<file path="src/hsc_pkg.sv">
// Purpose: Shared constants and types of the strap, clock-out and
//          reset block of the communication controller
// Assumes: clk is the controller input clock, 200 MHz
// Notes:   Register offsets are word indices; byte address = 4*index
//
// Notes on behaviour
// - Latch interface straps when hard reset ends
// - Host interface type comes from latched straps
// - Unsupported straps halt core, ignore host accesses
// - Unsupported straps: stay configuring, never join network
// - Output clock off, or 4, 10, 40 MHz
// - Two clock straps select enable and frequency
// - Output clock runs during hard reset too
// - Output clock off during power-on, low-voltage reset
// - Output clock stable within 8 microticks
// - All interrupt sources merge onto one line
// - Request held while enabled source is pending
// - Main and startup status/enable register pairs
// - Hard, power-on and low-voltage resets honoured
// - Any reset forces defined startup values
// - Single normal mode, no power saving
// - Interrupt request output is active low
// - Hard reset input is active low
// - One microtick is one input clock period
package hsc_pkg;

  // Clock rate and microtick
  localparam int unsigned CLK_HZ      = 200_000_000;
  localparam int unsigned UTICK_CYC   = 1;
  localparam int unsigned SETTLE_UT   = 8;   // Clock settle, microticks
  localparam int unsigned SETTLE_CYC  = SETTLE_UT * UTICK_CYC;

  // Output clock frequencies in MHz and derived divider ratios
  localparam int unsigned F_LO_MHZ  = 4;
  localparam int unsigned F_MID_MHZ = 10;
  localparam int unsigned F_HI_MHZ  = 40;
  localparam int unsigned DIV_LO  = CLK_HZ / (F_LO_MHZ * 1_000_000);
  localparam int unsigned DIV_MID = CLK_HZ / (F_MID_MHZ * 1_000_000);
  localparam int unsigned DIV_HI  = CLK_HZ / (F_HI_MHZ * 1_000_000);
  localparam int unsigned CW      = 8;   // Divider counter width

  // Clock strap codes
  localparam logic [1:0] CKS_OFF = 2'h0;
  localparam logic [1:0] CKS_LO  = 2'h1;
  localparam logic [1:0] CKS_MID = 2'h2;
  localparam logic [1:0] CKS_HI  = 2'h3;

  // Register word indices and byte addresses
  localparam int unsigned AW = 12;
  localparam logic [9:0] IDX_IRQ_STATUS_MAIN     = 10'h00E;
  localparam logic [9:0] IDX_STARTUP_IRQ_STATUS  = 10'h010;
  localparam logic [9:0] IDX_IRQ_ENABLE_MAIN     = 10'h014;
  localparam logic [9:0] IDX_STARTUP_IRQ_ENABLE  = 10'h016;
  localparam logic [9:0] IDX_CFG_STATUS          = 10'h040;
  localparam logic [AW-1:0] A_ISM = {IDX_IRQ_STATUS_MAIN, 2'h0};
  localparam logic [AW-1:0] A_SIS = {IDX_STARTUP_IRQ_STATUS, 2'h0};
  localparam logic [AW-1:0] A_IEM = {IDX_IRQ_ENABLE_MAIN, 2'h0};
  localparam logic [AW-1:0] A_SIE = {IDX_STARTUP_IRQ_ENABLE, 2'h0};
  localparam logic [AW-1:0] A_CFG = {IDX_CFG_STATUS, 2'h0};

  // Config status fields
  localparam int unsigned CFG_MODE_LSB = 0;
  localparam int unsigned CFG_HALT_BIT = 2;
  localparam int unsigned CFG_CKS_LSB  = 3;
  localparam int unsigned CFG_JOIN_BIT = 5;

  // Host interface strap codes {hi, lo}
  typedef enum logic [1:0] {
    HIF_ASYNC_MEM = 2'h0,
    HIF_MCU_BUS   = 2'h1
  } hsc_host_if_t;

  // Top sequencer states
  typedef enum logic [2:0] {
    ST_RST  = 3'b001,
    ST_RUN  = 3'b010,
    ST_HALT = 3'b100
  } hsc_state_t;

endpackage : hsc_pkg

</file>
<file path="src/hsc_strap_reset.sv">
// Purpose: Strap latching, host interface select, output clock,
//          reset merge and interrupt merge with APB registers
// Assumes: Pins and regulator resets are asynchronous to clk;
//          event inputs are one-cycle pulses on clk
// Notes:   No interrupt flag is lost to a clear in the same cycle
//
// Implementation choices: the register addresses and register access over APB.
`timescale 1ns/1ps
module hsc_strap_reset
  import hsc_pkg::*;
#(
  parameter int unsigned NIRQ = 16
) (
  input  wire logic                    clk,
  input  wire logic                    nrst,
  input  wire logic                    hard_reset_n,
  input  wire logic                    power_on_reset_n,
  input  wire logic                    low_voltage_reset_n,
  input  wire logic                    host_if_strap_lo,
  input  wire logic                    host_if_strap_hi,
  input  wire logic [1:0]              ext_clk_strap,
  input  wire logic [NIRQ-1:0]         irq_src_main,
  input  wire logic [NIRQ-1:0]         irq_src_startup,
  input  wire logic                    psel,
  input  wire logic                    penable,
  input  wire logic                    pwrite,
  input  wire logic [hsc_pkg::AW-1:0]  paddr,
  input  wire logic [31:0]             pwdata,
  output logic [31:0]                  prdata,
  output logic                         pready,
  output logic                         pslverr,
  output logic                         ext_output_clock,
  output logic                         host_irq_n,
  output hsc_pkg::hsc_host_if_t        host_if_mode,
  output logic                         core_run,
  output logic                         config_mode,
  output logic                         net_join_en
);
  import hsc_pkg::*;

  ////////////////////////////////////////////////////////////////////
  // Input synchronisers
  localparam int unsigned NS = 7;
  logic [NS-1:0] pin_raw;       // Asynchronous pins
  logic [NS-1:0] meta_q;        // First stage, read by sync_q only
  logic [NS-1:0] sync_q;        // Second stage, safe to use

  assign pin_raw = {hard_reset_n, power_on_reset_n, low_voltage_reset_n,
                    host_if_strap_hi, host_if_strap_lo, ext_clk_strap};

  // One two-stage chain per pin
  for (genvar i = 0; i < NS; i++) begin : g_sync
    always_ff @(posedge clk or negedge nrst) begin
      if (!nrst) begin
        meta_q[i] <= 1'b0;
        sync_q[i] <= 1'b0;
      end else begin
        meta_q[i] <= pin_raw[i];
        sync_q[i] <= meta_q[i];
      end
    end
  end

  logic       hard_ok;          // Hard reset released
  logic       int_ok;           // Power-on and low-voltage released
  logic       any_rst;          // Some reset active
  logic [1:0] if_strap_s;       // Synced interface straps
  logic [1:0] ck_strap_s;       // Synced clock straps

  assign hard_ok    = sync_q[6];
  assign int_ok     = sync_q[5] && sync_q[4];
  assign any_rst    = !(hard_ok && int_ok);
  assign if_strap_s = sync_q[3:2];
  assign ck_strap_s = sync_q[1:0];

  ////////////////////////////////////////////////////////////////////
  // Reset sequencer and strap latches
  hsc_state_t st_q, st_d;       // Only one operating mode exists
  logic [1:0] if_lat_q, if_lat_d;  // Held interface straps
  logic [1:0] ck_lat_q, ck_lat_d;  // Held clock straps
  logic       ck_chg;           // Clock selection changes now

  // Latch straps at release; decide run or halt from the latch
  always_comb begin
    st_d     = st_q;
    if_lat_d = if_lat_q;
    ck_lat_d = ck_lat_q;
    unique case (st_q)
      ST_RST: begin
        if (!any_rst) begin
          if_lat_d = if_strap_s;
          ck_lat_d = ck_strap_s;
          // A bad code halts until the next hard, power-on or low-voltage reset
          st_d = (if_strap_s == HIF_ASYNC_MEM ||
                  if_strap_s == HIF_MCU_BUS) ? ST_RUN : ST_HALT;
        end
      end
      ST_RUN, ST_HALT: begin
        if (any_rst) st_d = ST_RST;
      end
      default: st_d = ST_RST;
    endcase
  end

  // Register only; the clock latch keeps its value across hard reset
  always_ff @(posedge clk or negedge nrst) begin
    if (!nrst) begin
      st_q     <= ST_RST;
      if_lat_q <= HIF_ASYNC_MEM;
      ck_lat_q <= CKS_OFF;
    end else begin
      st_q     <= st_d;
      if_lat_q <= if_lat_d;
      ck_lat_q <= ck_lat_d;
    end
  end

  assign ck_chg = (ck_lat_d != ck_lat_q);

  // Mode from the held latch, never the live pins
  assign host_if_mode = hsc_host_if_t'(if_lat_q);
  assign core_run     = (st_q == ST_RUN);
  assign config_mode  = (st_q != ST_RUN);
  assign net_join_en  = (st_q == ST_RUN);

  ////////////////////////////////////////////////////////////////////
  // Output clock
  logic [CW-1:0] hi_cyc, lo_cyc;  // Phase lengths for the selection
  logic          ck_run;          // Divider allowed to run

  // Map the code being latched to divider phases
  // Taken from the next latch value so that a restart at release
  // already loads the new ratio, not the one being replaced
  always_comb begin
    unique case (ck_lat_d)
      CKS_LO: begin
        hi_cyc = CW'(DIV_LO / 2);
        lo_cyc = CW'(DIV_LO - DIV_LO / 2);
      end
      CKS_MID: begin
        hi_cyc = CW'(DIV_MID / 2);
        lo_cyc = CW'(DIV_MID - DIV_MID / 2);
      end
      CKS_HI: begin
        hi_cyc = CW'(DIV_HI / 2);
        lo_cyc = CW'(DIV_HI - DIV_HI / 2);
      end
      CKS_OFF: begin
        hi_cyc = CW'(1);
        lo_cyc = CW'(1);
      end
    endcase
  end

  // Runs through hard reset, stops for the regulator resets
  // Hard reset never clears the latch, so the clock keeps running
  assign ck_run = int_ok && (ck_lat_d != CKS_OFF);

  // Restart on a new ratio so it settles at once
  hsc_clk_div #(.W(CW)) u_div (
    .clk     (clk),
    .nrst    (nrst),
    .run     (ck_run),
    .restart (ck_chg),
    .hi_cyc  (hi_cyc),
    .lo_cyc  (lo_cyc),
    .clk_out (ext_output_clock)
  );

  ////////////////////////////////////////////////////////////////////
  // APB register file
  logic [NIRQ-1:0] ism_q, ism_d;  // Main status, write one to clear
  logic [NIRQ-1:0] sis_q, sis_d;  // Startup status
  logic [NIRQ-1:0] iem_q, iem_d;  // Main enable
  logic [NIRQ-1:0] sie_q, sie_d;  // Startup enable
  logic [31:0]     rd_q, rd_d;    // Read data, loaded at setup
  logic            err_q, err_d;  // Unmapped address seen at setup
  logic            irqn_q, irqn_d;
  logic            setup, wr;     // Setup phase, committing write
  logic            pend;          // Enabled source pending
  logic            hit;           // Address decodes

  assign setup = psel && !penable;
  // Halted core drops writes entirely
  assign wr    = psel && penable && pwrite && core_run;
  assign hit   = (paddr == A_ISM) || (paddr == A_SIS) ||
                 (paddr == A_IEM) || (paddr == A_SIE) ||
                 (paddr == A_CFG);

  // Status: new events beat a same-cycle clear
  always_comb begin
    ism_d = ism_q;
    sis_d = sis_q;
    iem_d = iem_q;
    sie_d = sie_q;
    if (any_rst) begin
      ism_d = '0;
      sis_d = '0;
      iem_d = '0;
      sie_d = '0;
    end else begin
      if (wr && paddr == A_ISM) ism_d = ism_q & ~pwdata[NIRQ-1:0];
      if (wr && paddr == A_SIS) sis_d = sis_q & ~pwdata[NIRQ-1:0];
      if (wr && paddr == A_IEM) iem_d = pwdata[NIRQ-1:0];
      if (wr && paddr == A_SIE) sie_d = pwdata[NIRQ-1:0];
      if (core_run) begin
        ism_d = ism_d | irq_src_main;
        sis_d = sis_d | irq_src_startup;
      end
    end
  end

  // Read data is captured in setup so prdata comes from a flop
  always_comb begin
    rd_d  = rd_q;
    err_d = err_q;
    if (setup) begin
      rd_d  = '0;
      err_d = core_run && !hit;
      if (core_run) begin
        unique case (paddr)
          A_ISM:   rd_d[NIRQ-1:0] = ism_q;
          A_SIS:   rd_d[NIRQ-1:0] = sis_q;
          A_IEM:   rd_d[NIRQ-1:0] = iem_q;
          A_SIE:   rd_d[NIRQ-1:0] = sie_q;
          A_CFG: begin
            rd_d[CFG_MODE_LSB +: 2] = if_lat_q;
            rd_d[CFG_HALT_BIT]      = 1'b0;
            rd_d[CFG_CKS_LSB +: 2]  = ck_lat_q;
            rd_d[CFG_JOIN_BIT]      = net_join_en;
          end
          default: rd_d = '0;
        endcase
      end
    end
  end

  // One line, low while any enabled flag is set
  assign pend   = |(ism_q & iem_q) || |(sis_q & sie_q);
  assign irqn_d = !pend;

  // Register only
  always_ff @(posedge clk or negedge nrst) begin
    if (!nrst) begin
      ism_q  <= '0;
      sis_q  <= '0;
      iem_q  <= '0;
      sie_q  <= '0;
      rd_q   <= '0;
      err_q  <= 1'b0;
      irqn_q <= 1'b1;
    end else begin
      ism_q  <= ism_d;
      sis_q  <= sis_d;
      iem_q  <= iem_d;
      sie_q  <= sie_d;
      rd_q   <= rd_d;
      err_q  <= err_d;
      irqn_q <= irqn_d;
    end
  end

  // Zero-wait access phase; a halted core answers zero, no error
  assign pready     = 1'b1;
  assign prdata     = rd_q;
  assign pslverr    = err_q && psel && penable;
  assign host_irq_n = irqn_q;
endmodule : hsc_strap_reset

</file>
<file path="src/hsc_clk_div.sv">
// Purpose: Divider that makes the external output clock
// Assumes: hi_cyc and lo_cyc are at least one
// Notes:   Restart restarts the period at once so a new ratio
//          settles within a single cycle
`timescale 1ns/1ps
module hsc_clk_div #(
  parameter int unsigned W = 8
) (
  input  wire logic         clk,
  input  wire logic         nrst,
  input  wire logic         run,
  input  wire logic         restart,
  input  wire logic [W-1:0] hi_cyc,
  input  wire logic [W-1:0] lo_cyc,
  output logic              clk_out
);
  logic [W-1:0] cnt_q, cnt_d;   // Cycles left in this phase
  logic         out_q, out_d;   // Output level

  // Next phase and count; stopped output sits low
  always_comb begin
    cnt_d = cnt_q;
    out_d = out_q;
    if (!run || restart) begin
      cnt_d = hi_cyc - W'(1);
      out_d = run;
    end else if (cnt_q == '0) begin
      out_d = !out_q;
      cnt_d = out_q ? lo_cyc - W'(1) : hi_cyc - W'(1);
    end else begin
      cnt_d = cnt_q - W'(1);
    end
  end

  // Register only
  always_ff @(posedge clk or negedge nrst) begin
    if (!nrst) begin
      cnt_q <= '0;
      out_q <= 1'b0;
    end else begin
      cnt_q <= cnt_d;
      out_q <= out_d;
    end
  end

  assign clk_out = out_q;
endmodule : hsc_clk_div

</file>
<file path="config.mk">
export PLATFORM = sky130hd
export DESIGN_NAME = hsc_strap_reset
export DESIGN_NICKNAME = d
export VERILOG_FILES = /design/src/hsc_pkg.sv /design/src/hsc_strap_reset.sv /design/src/hsc_clk_div.sv
export SDC_FILE = /design/constraint.sdc
export NUM_CORES = 1
export LEC_CHECK = 0
export BUFFER_PORTS_ARGS = -buffer_cell sky130_fd_sc_hd__clkbuf_2
export CAP_MARGIN = 20
export CORE_ASPECT_RATIO = 1.75
export CORE_MARGIN = 10
export CORE_UTILIZATION = 45
export DETAILED_ROUTE_END_ITERATION = 8
export GPL_TIMING_DRIVEN = 0
export HOLD_SLACK_MARGIN = 0.02
export PLACE_DENSITY_LB_ADDON = 0.1
export SKIP_CTS_REPAIR_TIMING = 1
export SYNTH_ARGS = -nofsm -noshare
export SYNTH_HDL_FRONTEND = slang
export SYNTH_SLANG_ARGS = --single-unit
</file>
<file path="constraint.sdc">
create_clock -name clk -period 3.8 [get_ports clk]
set_clock_uncertainty 0.05 [all_clocks]
set_input_delay 0 -clock clk [delete_from_list [all_inputs] [get_ports clk]]
set_output_delay 0 -clock clk [all_outputs]
set_load 0.005 [all_outputs]
</file>
==> reports/results.tsv <==
metric	value	unit
cts_buffers	9	
synthTopCellsByCount	110 x dfrtp_1, 55 x nand3_1, 42 x a22o_1	
core_area	12100	um^2
crit_arrival	3.75	ns
syn-mean-instance-area	10.8	um^2
cts_root_buf	clkbuf_16	
ios	129	
startpoint_type	register	
rows	53	
area.growth.synth_to_final	30.9	%
cts_tree	yes	
path_class	register to register	
diodes	0	
first_pass_iters	4	
peakVddDrop	0.302	mV
regArea	2810	um^2
ys_seq_area_share	50.6	%
worst-path-max-fanout	10	
grt_pass1_wl	28900	um
synthFlopType	dfrtp_1	
ant_nets	0	
netlist_area	5550	um^2
final_core_util	60.2	%
yosysTopAreaCellShare	49.6	%
synth_warnings	0	
period_share	93.2	%
power_density	379	nW/um^2
insertion_delay	0.36	ns
die_y	167	um
detail_route.wl_per_cell	22.6	um
final_cells	870	
place_hpwl	14800	um
worstHoldPathType	input pin to register	
maxCapViolations	0	
cts.path.max_buffers	2	
synth_seq_cells	112	
finalWirelength	19700	um
synthArstFlopShare	100	%
drc	0	
fillers	1042	
power.leakage	3.23	nW
tns	0	ns
run_status	complete, no violations	
dr.first_iter.drc_count	277	
tightest_slew	0.930	ns
min_period	3.54	ns
hold_ws	0.0486	ns
end_kind	register	
place_inst	788	
synth.largest_area_cell	dfrtp_1	
synthTopCellsByArea	dfrtp_1 50%, a22o_1 6.6%, nand3_1 5.0%	
synth_cells	514	
cts_max_level	3	
viasPerCell	5.82	
die_w	104	um
vias	5067	
final_nets	796	
antenna_found_initial	0	
relSlewSlack	38.0	%
clock-sinks	112	
grt_use_total	21.5	%
final_hold_viol_count	0	
slew_viol_final	0	
grt_max_degree	113	
yosysMostFrequentCell	dfrtp_1	
multi_input_area	2510	um^2
finalSetupViolations	0	
drive_above_1_share	23.1	%
crit_required	4.00	ns
synth-edff-count	0	
start_util	46.0	%
io_buffers	94	
grt_overflow	0	
grt_pass1_vias	5088	
fmax	282	MHz
synth_cell_types	57	
gp_congestion	0.915	
dieArea	17300	um^2
path_clk_slew	0.08	ns
rsz0062_at_grt	false	
## worst paths after layout
check | start | endpoint | slack, ns | cells past startpoint
max | sync_q[5] | u_div.cnt_q[4] | 0.26 | 10
min | paddr[7] | err_q | 0.05 | 3
max reg2reg | sync_q[5] | u_div.cnt_q[4] | 0.26 | 10
min reg2reg | meta_q[2] | if_strap_s[0] | 0.30 | 0
max in group asynchronous | nrst | sie_q[4] | 2.78 | 2
min in group asynchronous | nrst | ism_q[11] | 0.22 | 2
## metal layers
metal  GRT usage [%]  vias up  share of wire [%]
met5               0        -                  0
met4            15.6        0                6.5
met3            3.98       54                4.5
met2            39.1      207                 54
met1            21.2     2511                 35
li1                -     2295                  -
## through the flow
step	area (um^2)	power [W]	worst slack [ns]
2_1_floorplan	5600	0.00155	0.991
3_3_place_gp	6280	0.00171	0.369
3_5_place_dp	6290	0.00172	0.308
4_1_cts	6600	0.00271	0.290
5_1_grt	7260	0.00286	0.111
6_report	7260	0.00276	0.257
## power by group
part	switching (W)	internal (W)	total [W]
sequential	0.0000452	0.00124	0.00128
clock	0.000486	0.000526	0.00101
combinational	0.000250	0.000212	0.000462
## flip-flops by register name (all words and copies together) (netlist names), 3 cells and up
name         flops
iem_q           16
ism_q           16
meta_q           7
prdata          16
sie_q           16
sis_q           16
st_q             3
u_div.cnt_q      8
## cell usage in the layout (no fill, tap or decap), drive strengths merged, types with 5 or more instances in the layout
cell	n
and2	5
ha	8
inv	9
nand2	29
nand4	6
o22ai	11
a22o	42
nor2b	7
a21oi	20
clkbuf	120
a41oi	5
conb	17
a32o	16
nor3	7
o21ai	19
nand3	55
mux2i	14
xnor2	5
a22oi	26
dfrtp	110
buf	32
dlygate4sd3	66
mux2	8
nor2	13
## cells by family after synthesis
| logic type | Yosys count | share of synthesized area, % |
|---|---|---|
| buffers and inverters | 55 | 5.19 |
| AND/OR/NAND/NOR | 150 | 15.5 |
| AO/OA/AOI/OAI | 158 | 21.5 |
| other | 2 | 0.135 |
| multiplexers | 22 | 4.15 |
| adder cells (fa/ha/maj) | 8 | 1.80 |
| XOR/XNOR | 7 | 1.11 |
| flip-flops | 112 | 50.6 |
## worst max-delay path: stages, from the launching register on
cell	delay (ns)
dfrtp_1	0.36
and3_1	0.29
clkbuf_1	0.51
nand2_1	0.34
mux2_2	0.38
inv_1	0.07
ha_1	0.23
or2_2	0.30
clkbuf_1	0.17
or3_1	0.42
mux2_2	0.30
## final cells by class
type | count | share of cell area (%)
Buffer | 49 | 3.65
Clock buffer | 9 | 3.10
Clock inverter | 7 | 1.22
Inverter | 6 | 0.310
Multi-Input combinational cell | 362 | 34.6
Sequential cell | 112 | 38.6
Tap cell | 165 | 2.84
Timing Repair Buffer | 160 | 15.7
(Power assumes the default switching activity.)
